===== src/hw/warning_status_defines.vh =====
`ifndef WARNING_STATUS_DEFINES_VH
`define WARNING_STATUS_DEFINES_VH

// Parameter addresses on the fieldbus parameter interface
`define ADDR_ACTIVE_WARNING_WORD  16'h1C16
`define ADDR_LATCHED_WARNING_WORD 16'h1C18

// Bit positions shared by both warning words
`define WARN_GENERAL        0
`define WARN_STAGE_TEMP     1
`define WARN_MOTOR_TEMP     2
`define WARN_RSVD3          3
`define WARN_STAGE_I2T      4
`define WARN_MOTOR_I2T      5
`define WARN_BRAKE_I2T      6
`define WARN_CAN            7
`define WARN_ENCODER        8
`define WARN_RS485          9
`define WARN_SAFE_TORQUE    10
`define WARN_DC_BUS         11
`define WARN_PROFIBUS       12
`define WARN_POS_CAPTURE    13
`define WARN_ETHERNET       14
`define WARN_RSVD15         15

// Latched bits that follow their condition instead of waiting for a clear
`define WARN_SELF_CLEAR_MASK 16'h2C00
// Bits that never set
`define WARN_RESERVED_MASK   16'h8008
`define WARN_WORD_ZERO       16'h0000

`endif


===== src/hw/warning_status_words.v =====
`timescale 1ns/1ps
`default_nettype none
`include "warning_status_defines.vh"

module warning_status_words #(
  parameter ADDR_WIDTH = 16,
  parameter DATA_WIDTH = 16
) (
  input  wire                  clk,
  input  wire                  reset,
  input  wire                  generalWarning,
  input  wire                  stageTempHigh,
  input  wire                  motorTempHigh,
  input  wire                  stageOverload,
  input  wire                  motorOverload,
  input  wire                  brakeOverload,
  input  wire                  canWarning,
  input  wire                  encoderWarning,
  input  wire                  rs485Warning,
  input  wire                  safe_torque_input_a,
  input  wire                  safe_torque_input_b,
  input  wire                  dcBusUndervoltage,
  input  wire                  mainsPhaseMissing,
  input  wire                  profibusWarning,
  input  wire                  positionCaptureBusy,
  input  wire                  ethernetWarning,
  input  wire                  fault_clear_command,
  input  wire                  readStrobe,
  input  wire [ADDR_WIDTH-1:0] readAddress,
  output reg  [DATA_WIDTH-1:0] readData,
  output reg                   readValid,
  output reg                   readError,
  output wire [DATA_WIDTH-1:0] active_warning_word,
  output wire [DATA_WIDTH-1:0] latched_warning_word
);

  ////////////////////////////////////////////////////////////////////////////
  // Safe torque inputs come from pins: two flops before use
  reg [1:0] stoASync_reg;
  reg [1:0] stoBSync_reg;

  always @(posedge clk or posedge reset) begin
    if (reset) begin
      // Synchroniser rests high so no false warning shows in the first cycles after reset
      stoASync_reg <= 2'h3;
      stoBSync_reg <= 2'h3;
    end else begin
      stoASync_reg <= {stoASync_reg[0], safe_torque_input_a};
      stoBSync_reg <= {stoBSync_reg[0], safe_torque_input_b};
    end
  end

  ////////////////////////////////////////////////////////////////////////////
  // Condition word, assembled per bit
  reg [DATA_WIDTH-1:0] condition;

  always @* begin
    condition = `WARN_WORD_ZERO;
    condition[`WARN_GENERAL]     = generalWarning;
    condition[`WARN_STAGE_TEMP]  = stageTempHigh;
    condition[`WARN_MOTOR_TEMP]  = motorTempHigh;
    condition[`WARN_STAGE_I2T]   = stageOverload;
    condition[`WARN_MOTOR_I2T]   = motorOverload;
    condition[`WARN_BRAKE_I2T]   = brakeOverload;
    condition[`WARN_CAN]         = canWarning;
    condition[`WARN_ENCODER]     = encoderWarning;
    condition[`WARN_RS485]       = rs485Warning;
    condition[`WARN_SAFE_TORQUE] = ~stoASync_reg[1] | ~stoBSync_reg[1];
    condition[`WARN_DC_BUS]      = dcBusUndervoltage | mainsPhaseMissing;
    condition[`WARN_PROFIBUS]    = profibusWarning;
    condition[`WARN_POS_CAPTURE] = positionCaptureBusy;
    condition[`WARN_ETHERNET]    = ethernetWarning;
    condition = condition & ~`WARN_RESERVED_MASK;
  end

  ////////////////////////////////////////////////////////////////////////////
  // Active and latched words
  reg [DATA_WIDTH-1:0] active_reg;
  reg [DATA_WIDTH-1:0] latched_reg;
  reg [DATA_WIDTH-1:0] latched_next;
  reg [DATA_WIDTH-1:0] held;

  always @* begin
    held = latched_reg;
    if (fault_clear_command) begin
      held = `WARN_WORD_ZERO;
    end
    // Self-clearing bits simply track the condition
    held = held & ~`WARN_SELF_CLEAR_MASK;
    // Set wins over clear so an event in the clear cycle is kept
    latched_next = (held | condition) & ~`WARN_RESERVED_MASK;
  end

  always @(posedge clk or posedge reset) begin
    if (reset) begin
      active_reg  <= `WARN_WORD_ZERO;
      latched_reg <= `WARN_WORD_ZERO;
    end else begin
      active_reg  <= condition;
      latched_reg <= latched_next;
    end
  end

  assign active_warning_word  = active_reg;
  assign latched_warning_word = latched_reg;

  ////////////////////////////////////////////////////////////////////////////
  // Parameter read port: one cycle after the strobe
  always @(posedge clk or posedge reset) begin
    if (reset) begin
      readData  <= `WARN_WORD_ZERO;
      readValid <= 1'b0;
      readError <= 1'b0;
    end else begin
      readValid <= readStrobe;
      readError <= 1'b0;
      if (readStrobe) begin
        case (readAddress)
          `ADDR_ACTIVE_WARNING_WORD: begin
            readData <= active_reg;
          end
          `ADDR_LATCHED_WARNING_WORD: begin
            readData <= latched_reg;
          end
          default: begin
            // Unmapped addresses answer zero with an error flag
            readData  <= `WARN_WORD_ZERO;
            readError <= 1'b1;
          end
        endcase
      end
    end
  end

endmodule
`default_nettype wire


===== config.mk =====
export PLATFORM = sky130hd
export DESIGN_NAME = warning_status_words
export DESIGN_NICKNAME = d
export VERILOG_FILES = /design/src/hw/warning_status_words.v
export VERILOG_INCLUDE_DIRS = /design/src /design/src/hw
export SDC_FILE = /design/constraint.sdc
export NUM_CORES = 1
export LEC_CHECK = 0
export ABC_AREA = 1
export CAP_MARGIN = 30
export CELL_PAD_IN_SITES_DETAIL_PLACEMENT = 0
export CELL_PAD_IN_SITES_GLOBAL_PLACEMENT = 1
export CORE_ASPECT_RATIO = 0.5
export CORE_UTILIZATION = 44
export CTS_BUF_LIST = sky130_fd_sc_hd__clkbuf_16
export DETAILED_ROUTE_END_ITERATION = 8
export DONT_BUFFER_PORTS = 1
export GPL_TIMING_DRIVEN = 0
export PLACE_DENSITY = 0.74
export SLEW_MARGIN = 40
export SYNTH_ARGS = -nofsm -noshare
export SYNTH_HDL_FRONTEND = slang
export SYNTH_SLANG_ARGS = --single-unit

===== constraint.sdc =====
create_clock -name clk -period 1.64 [get_ports clk]
set_clock_uncertainty 0.1 [all_clocks]
set_input_delay 0.164 -clock clk [delete_from_list [all_inputs] [get_ports clk]]
set_output_delay 0.164 -clock clk [all_outputs]
set_load 0.03 [all_outputs]

After elaboration in Yosys (flattened, before gate mapping) --
Cells that the tools add are included.
Cells by class: reductions and logical operators 1, eq/ne operators 2, bitwise logic cells 5, mux-type cells 4
Operators with widths (number):
- 16-bit by 13-bit == test with 1-bit output (second input constant) | 2
- 15-bit one-hot mux with 2 select lines | 1
- 15-bit two-way mux | 1
- 15-bit bitwise OR | 1
- 1-bit two-way mux | 2
- 1-bit inverter | 2
- 1-bit bitwise OR | 2
- 2-bit OR reduction | 1
Word-level totals: bits in registers 50, input port bits 36, word-level logic and storage cells 19, output and inout bits 50

Depth between registers and ports, before layout --
Gate-level depths: netlist (run 1).
depth after elaboration 4, gate-level depth with buffers 9, mapped depth without buffers 8

Least setup slack after synthesis (run 1) --
Ideal clock, no wire load.
path type input to register, start input readAddress[9], end register readData[0], stages on the path 8, data required time 1474 ps, setup slack 617 ps, arrival 857 ps, library setup time 66 ps, buffers on the path 1, cells stage by stage nor2_2 -> nand2_2 -> nor2_4 -> buf_4 -> nand3_1 -> nand2_1 -> nand2_1 -> nand2_1
On the way: cells in the longest elaborated chain, start to end 2, elaborated cells between the ends (all ways) 3, classes of those cells 2 x eq/ne; 1 x mux
Ends and longest elaborated chain:
- from (decl) | RTL line warning_status_words.v:29 | input wire [ADDR_WIDTH-1:0] readAddress,
- 16-bit by 13-bit == test with 1-bit output | RTL line warning_status_words.v:118 | case (readAddress)
- 15-bit one-hot mux with 2 select lines * | RTL line warning_status_words.v:118
- to (signal assigned) | RTL line warning_status_words.v:120 | readData <= active_reg;
- to (signal assigned) | RTL line warning_status_words.v:123 | readData <= latched_reg;
- to (signal assigned) | RTL line warning_status_words.v:127 | readData <= `WARN_WORD_ZERO;
- to (decl) | RTL line warning_status_words.v:30 | output reg [DATA_WIDTH-1:0] readData,
Every way passes the cells marked *; elsewhere a longest branch is shown, timed or not. A chain may end at the register's enable or synchronous reset.

Final worst setup path (run 1) --
start input dcBusUndervoltage, end register latched_reg[11] (netlist: latched_warning_word[11])
On the way: cells in the longest elaborated chain, start to end 2
Ends and longest elaborated chain:
- from (decl) | RTL line warning_status_words.v:22 | input wire dcBusUndervoltage,
- 1-bit bitwise OR | RTL line warning_status_words.v:69 | condition[`WARN_DC_BUS] = dcBusUndervoltage | mainsPhaseMissing;
- named net condition[11] | RTL line warning_status_words.v:55 | reg [DATA_WIDTH-1:0] condition;
- 15-bit bitwise OR | RTL line warning_status_words.v:91 | latched_next = (held | condition) & ~`WARN_RESERVED_MASK;
- to (signal assigned) | RTL line warning_status_words.v:97 | latched_reg <= `WARN_WORD_ZERO;
- to (signal assigned) | RTL line warning_status_words.v:100 | latched_reg <= latched_next;
- to (decl) | RTL line warning_status_words.v:79 | reg [DATA_WIDTH-1:0] latched_reg;
The timed path passes the listed nets, and every way through them passes these cells.

==> impl_metrics.csv, run 1 <==
group,metric,value,unit
status,outcome,"completed",
setup_path,cp.arrival,1.51,ns
synth,synth_area,1840,um2
global_route,grt_pass1_vias,1199,
floorplan,placeableCoreArea,3960,um2
timing,report.final.slew_viol_count,0,
global_route,grt_max_degree,46,
clock_network,cts_resized,0,
pwr,clkPwrFrac,39.7,%
floorplan,start_util,46.4,%
pwr,power_density,1050,nW/um2
finish,final_cell_area,2260,um2
job,maxCapViolCount,0,
global_route,grt-ovfl-total,0,
finish,area_growth,22.8,%
placement,pre_cts_ws,0.444,ns
synth,synthCells,189,
setup_path,reg2reg_depth,4,
setup_path,critPathCaptureType,"flip-flop",
clock_network,cts_buffers,5,
clock_network,clk_pin_slew,0.06,ns
timing,fin_crit_sh,88.2,%
synth,synth.distinct_cells,17,
detailed_routing,routed_wl,3.92,mm
setup_path,crit_chain,"dlygate4sd3_1 -> or2_2 -> dlygate4sd3_1",
floorplan,io_pins,86,
timing,tightest_slew,0.599,ns
timing,final.setup.tns,0,ns
timing,setup_viol_count_final,0,
synth,ys_seq_area_share,61.5,%
detailed_routing,vias,1293,
setup_path,worstReg2RegEnd,"readData[4]$_DFFE_PP0P_",
synth,yosysWarnings,0,
setup_path,slowest_delay,0.55,ns
pwr,combPwrFrac,6.8,%
setup_path,critPathMaxFanout,1,
setup_path,critPathSlowestCell,"dlygate4sd3_1",
synth,avgSynthCellArea,9.74,um2
finish,diodes,0,
clock_network,cts-htree-levels,2,
setup_path,r2r-start,"latched_warning_word[4]$_DFF_PP0_",
floorplan,die_y,47.7,um
hold_path,hold_end,"readData[11]$_DFFE_PP0P_",
timing,finalHoldViolCount,0,
floorplan,fp-row-count,16,
hold_path,min_from,"readStrobe",
placement,placed_area,1930,um2
floorplan,die-area,4460,um2
finish,post-route-util,57.0,%
placement,gp_congestion,0.697,
detailed_routing,drt_first_pass_iters,4,
detailed_routing,ant_nets,0,
timing,rsz0062_at_grt,"false",
pwr,ir_drop,0.684,mV
detailed_routing,drc,0,
global_route,antenna_found_initial,0,
pwr,p_sw,593,uW
detailed_routing,wl_per_cell,14.3,um
clock_network,root_buffer,"clkbuf_16",
placement,hpwlAfterDp,2.55,mm
timing,min_period,1.45,ns
setup_path,critPathKind,"in -> reg",
setup_path,cp_common_cell,"dlygate4sd3_1",
pwr,p_leak,0.00118,uW
setup_path,required,1.70,ns
detailed_routing,drtIter0Drc,81,
hold_path,hold-path-cell-count,3,
timing,holdWs,0.0228,ns
clock_network,clk_path_buf_depth,2,
global_route,grt_pass1_wl,5.75,mm
synth,ys_seq_elements,45,
setup_path,setup.worst_path.start_class,"input pin",
setup_path,cp_top_family,"buffers and inverters",
setup_path,timing.critical_path.buf_inv,2,
pwr,internal_power,1780,uW
floorplan,die_x,93.5,um
pwr,swShare,25.0,%
global_route,grt.total_usage,18.4,%
pwr,seqPwrFrac,53.5,%
hold_path,worst_hold_path_type,"in -> reg",
timing,fmax,692,MHz
clock_network,clkSinkCount,45,
finish,final_nets,256,
placement,place.port_buffers,0,
setup_path,ff2ff_setup_slack,0.63,ns
finish,layout-drive-gt1-share,14.5,%
timing,maxSlewHeadroom,60.1,%
clock_network,cts_tree,"yes",
detailed_routing,vias_per_cell,4.70,
clock_network,clock_latency,0.28,ns
timing,worst_slack,0.194,ns
[cell usage after synthesis, drive strengths merged]
| cell type | instances | share of area [%] |
|---|---|---|
| conb | 1 | 0.20 |
| nand2 | 60 | 12 |
| o21bai | 11 | 4.5 |
| dfstp | 4 | 5.7 |
| nand3 | 26 | 7.3 |
| nor2 | 11 | 3.1 |
| clkbuf | 3 | 1.2 |
| inv | 18 | 3.7 |
| buf | 13 | 5.9 |
| or2 | 1 | 0.34 |
| dfrtp | 41 | 56 |
[metrics by stage]
stage,cells,power [uW]
6_report,275,2370
5_1_grt,275,2460
3_3_place_gp,248,1410
2_1_floorplan,194,1380
3_5_place_dp,248,1410
4_1_cts,275,2390
[power groups by stage]
| stage | clock (uW) | sequential [uW] | combinational, uW |
|---|---|---|---|
| finish | 941 | 1270 | 162 |
| global route | 1010 | 1270 | 182 |
| CTS | 961 | 1270 | 163 |
| detailed placement | 0 | 1290 | 122 |
| global placement | 0 | 1290 | 120 |
| floorplan | 0 | 1280 | 104 |
[area by class of cell]
type	instances	area, um2
inverter	18	70.1
multi-input combinational	115	531
buffer	16	130
sequential	45	1130
fill	352	1700
clock inverter	3	15.0
timing repair buffer	19	190
clock buffer	5	125
tap	54	67.6
[worst max path at each step]
stage | start | end | cells after the start
3_5_place_dp | readAddress[12] | readData[1]$_DFFE_PP0P_ | 9
5_1_grt | dcBusUndervoltage | latched_warning_word[11]$_DFF_PP0_ | 3
6_report | dcBusUndervoltage | latched_warning_word[11]$_DFF_PP0_ | 3
4_1_cts | dcBusUndervoltage | latched_warning_word[11]$_DFF_PP0_ | 3
2_1_floorplan | reset | active_warning_word[0]$_DFF_PP0_ | 1
3_3_place_gp | reset | latched_warning_word[12]$_DFF_PP0_ | 1
[worst register-to-register path, stage by stage, from the launching register on]
cell	delay, ns
dfrtp_1	0.50
nand3_1	0.14
nand2_1	0.06
nand2_1	0.06
nand2_1	0.04
[kinds of logic after synthesis]
| group | count (synthesis) | share of synthesized area [%] |
|---|---|---|
| simple gates | 98 | 23.1 |
| flops | 45 | 61.5 |
| buf+inv | 34 | 10.7 |
| compound gates | 11 | 4.49 |
| other cells | 1 | 0.204 |
[layout by cell type, fill, tap and decap left out]
cell type and count:
nand2_2 1, nand3_1 25, buf_6 3, or2_2 1, dlygate4sd3_1 19, clkbuf_1 2
inv_1 18, dfstp_2 4, conb_1 6, clkbuf_8 1, nand2_1 59, clkbuf_16 5
inv_4 1, nand3_2 1, nor2_4 1, nor2_2 3, clkinv_1 1, buf_4 10
o21bai_1 11, clkinvlp_4 1, nor2_1 7, dfrtp_1 41
[per-layer routing]
metal | global-route usage (%) | vias to the layer above | part of all wire (%)
met5 | 0 | - | 0
met4 | 5.54 | 0 | 0.97
met3 | 6.83 | 6 | 8.3
met2 | 31.2 | 57 | 45
met1 | 22.9 | 599 | 46
li1 | - | 631 | -
[repair_timing]
item,4_1_cts,5_1_grt
setup buffers,0,0
endpoints found under the hold margin,72,0
setup endpoints to repair,0,0
hold buffers,19,0
No activity file was read; power rests on OpenSTA's default activity.
==> run 2, diff against run 1 <==
--- a/config.mk
+++ b/config.mk
@@ -8,15 +8,13 @@
 export LEC_CHECK = 0
 export ABC_AREA = 1
 export CAP_MARGIN = 30
-export CELL_PAD_IN_SITES_DETAIL_PLACEMENT = 0
-export CELL_PAD_IN_SITES_GLOBAL_PLACEMENT = 1
 export CORE_ASPECT_RATIO = 0.5
-export CORE_UTILIZATION = 44
+export CORE_UTILIZATION = 50
 export CTS_BUF_LIST = sky130_fd_sc_hd__clkbuf_16
 export DETAILED_ROUTE_END_ITERATION = 8
 export DONT_BUFFER_PORTS = 1
 export GPL_TIMING_DRIVEN = 0
-export PLACE_DENSITY = 0.74
+export PLACE_DENSITY = 0.63
 export SLEW_MARGIN = 40
 export SYNTH_ARGS = -nofsm -noshare
 export SYNTH_HDL_FRONTEND = slang
==> run 2 against run 1 <==
- largest cell class unchanged
- core utilization increased by 8.0 points
- via count increased by 1.5%
- first-iteration DRC count increased by 12%
- combinational power about the same
- sequential share of layout area increased by 0.083 points
- die area decreased by 12%
- design area decreased by 0.17%
- worst hold slack got worse by 0.013 ns
==> impl_metrics.csv, run 2 (synthesis gave the netlist of run 1 again) <==
group,metric,value,unit
status,outcome,"completed",
timing,fmax,700,MHz
finish,diodes,0,
finish,layout.cells.non_filler,272,
finish,final_cell_mix,"59 x nand2_1, 41 x dfrtp_1, 25 x nand3_1",
detailed_routing,ant_nets,0,
detailed_routing,drc,0,
setup_path,critPathMaxFanout,1,
detailed_routing,wl_per_cell,13.7,um
clock_network,cts-htree-levels,2,
finish,post-route-util,65.0,%
pwr,swShare,24.9,%
clock_network,clk_path_buf_depth,2,
global_route,grt.total_usage,20.2,%
pwr,internal_power,1780,uW
setup_path,crit_chain,"dlygate4sd3_1 -> or2_2 -> dlygate4sd3_1",
pwr,seqPwrFrac,53.6,%
clock_network,cts_resized,0,
pwr,p_leak,0.00119,uW
global_route,grt_pass1_vias,1156,
pwr,clkPwrFrac,39.6,%
timing,fin_crit_sh,87.2,%
setup_path,timing.critical_path.buf_inv,2,
setup_path,critPathSlowestCell,"dlygate4sd3_1",
placement,hpwlAfterDp,2.50,mm
timing,maxSlewHeadroom,64.4,%
global_route,grt_util_met2,31.5,%
placement,place.port_buffers,0,
floorplan,placeableCoreArea,3470,um2
hold_path,worst_hold_path_type,"in -> reg",
global_route,top_usage_layer,"met2",
finish,layout-drive-gt1-share,14.5,%
pwr,ir_drop,0.778,mV
detailed_routing,drt_first_pass_iters,4,
finish,final_nets,256,
floorplan,die-area,3940,um2
setup_path,required,1.71,ns
timing,tightest_slew,0.535,ns
detailed_routing,drtIter0Drc,91,
clock_network,root_buffer,"clkbuf_16",
timing,setup_viol_count_final,0,
pwr,p_sw,590,uW
setup_path,critPathCaptureType,"flip-flop",
global_route,grt_util_met1,24.7,%
timing,report.final.slew_viol_count,0,
clock_network,cts_tree,"yes",
pwr,combPwrFrac,6.8,%
finish,regArea,1130,um2
clock_network,clkSinkCount,45,
placement,gp_congestion,0.708,
clock_network,cts_buffers,5,
job,maxCapViolCount,0,
timing,rsz0062_at_grt,"false",
global_route,grt_max_degree,46,
setup_path,cp_top_family,"buffers and inverters",
setup_path,slowest_delay,0.55,ns
finish,multi_input_area,531,um2
setup_path,cp_common_cell,"dlygate4sd3_1",
global_route,antenna_found_initial,0,
pwr,p_total,2370,uW
detailed_routing,vias,1312,
floorplan,start_util,53.0,%
detailed_routing,routed_wl,3.72,mm
timing,finalHoldViolCount,0,
clock_network,clk_pin_slew,0.06,ns
floorplan,die_x,87.8,um
global_route,grt_pass1_wl,5.55,mm
global_route,grt_use_met3,9.69,%
clock_network,post-cts-setup-buffers,0,
placement,placed_cells,245,
floorplan,die_y,44.9,um
finish,mostFrequentLayoutCell,"nand2_1",
floorplan,fp-row-count,15,
clock_network,clock_latency,0.28,ns
detailed_routing,vias_per_cell,4.82,
setup_path,cp.arrival,1.50,ns
clock_network,postCtsHoldBufs,19,
finish,area_growth,22.6,%
floorplan,io_pins,86,
finish,fillers,275,
pwr,power_density,1050,nW/um2
timing,min_period,1.43,ns
setup_path,setup.worst_path.start_class,"input pin",
global_route,grt-ovfl-total,0,
setup_path,critPathKind,"in -> reg",
## run 2: cell types whose count changed in the layout (fill, tap and decap cells not counted)
cell / previous run / this run
clkinv_1: 1 / 0
inv_1: 18 / 19
## run 2: worst min-delay path, cell delays in order
cell     delay, ns
inv_1         0.07
nand2_1       0.07
nand2_1       0.04
## run 2: metrics by stage
| stage | TNS (ns) | cell area, um2 | hold slack [ns] | setup WS [ns] |
|---|---|---|---|---|
| after floorplan | 0 | 1860 | 0.0685 | 0.323 |
| after global placement | -3.02 | 1920 | 0.0685 | -0.0760 |
| after detailed placement | 0 | 1930 | 0.0264 | 0.499 |
| after CTS | 0 | 2260 | 0.00430 | 0.208 |
| after global routing | 0 | 2260 | 0.0370 | 0.189 |
| final | 0 | 2260 | 0.00974 | 0.210 |
## run 2: final cells by class
| cell class | count | area share [%] |
|---|---|---|
| timing repair buffer | 19 | 8.43 |
| sequential | 45 | 50.1 |
| buffer | 16 | 5.77 |
| clock inverter | 3 | 0.666 |
| clock buffer | 5 | 5.55 |
| multi-input combinational | 115 | 23.5 |
| tap | 51 | 2.83 |
| inverter | 18 | 3.11 |
## run 2: per-layer routing
metal	vias to the layer above	part of all wire [%]	routed length (um)
met2	80	44	1660
met4	0	0.97	36
li1	635	-	-
met5	-	0	0
met3	5	12	459
met1	592	42	1570
## run 2: path summary, 6_finish.rpt
path	endpoint	depth (start not counted)	start	slack [ns]
worst min register to register	stoASync_reg[1]$_DFF_PP1_	0	stoASync_reg[0]$_DFF_PP1_	0.25
worst max register to register	readData[12]$_DFFE_PP0P_	4	latched_warning_word[12]$_DFF_PP0_	0.61
min in group asynchronous	active_warning_word[1]$_DFF_PP0_	2	reset	0.32
worst min-delay path	readData[9]$_DFFE_PP0P_	3	readStrobe	0.01
max in group asynchronous	stoBSync_reg[0]$_DFF_PP1_	2	reset	0.75
worst max-delay path	latched_warning_word[11]$_DFF_PP0_	3	dcBusUndervoltage	0.21
## run 2: power by group through the flow
stage	registers (uW)	logic (uW)	clock network, uW
2_1_floorplan	1280	104	0
3_3_place_gp	1290	117	0
3_5_place_dp	1290	121	0
4_1_cts	1270	161	962
5_1_grt	1280	178	999
6_report	1270	160	938
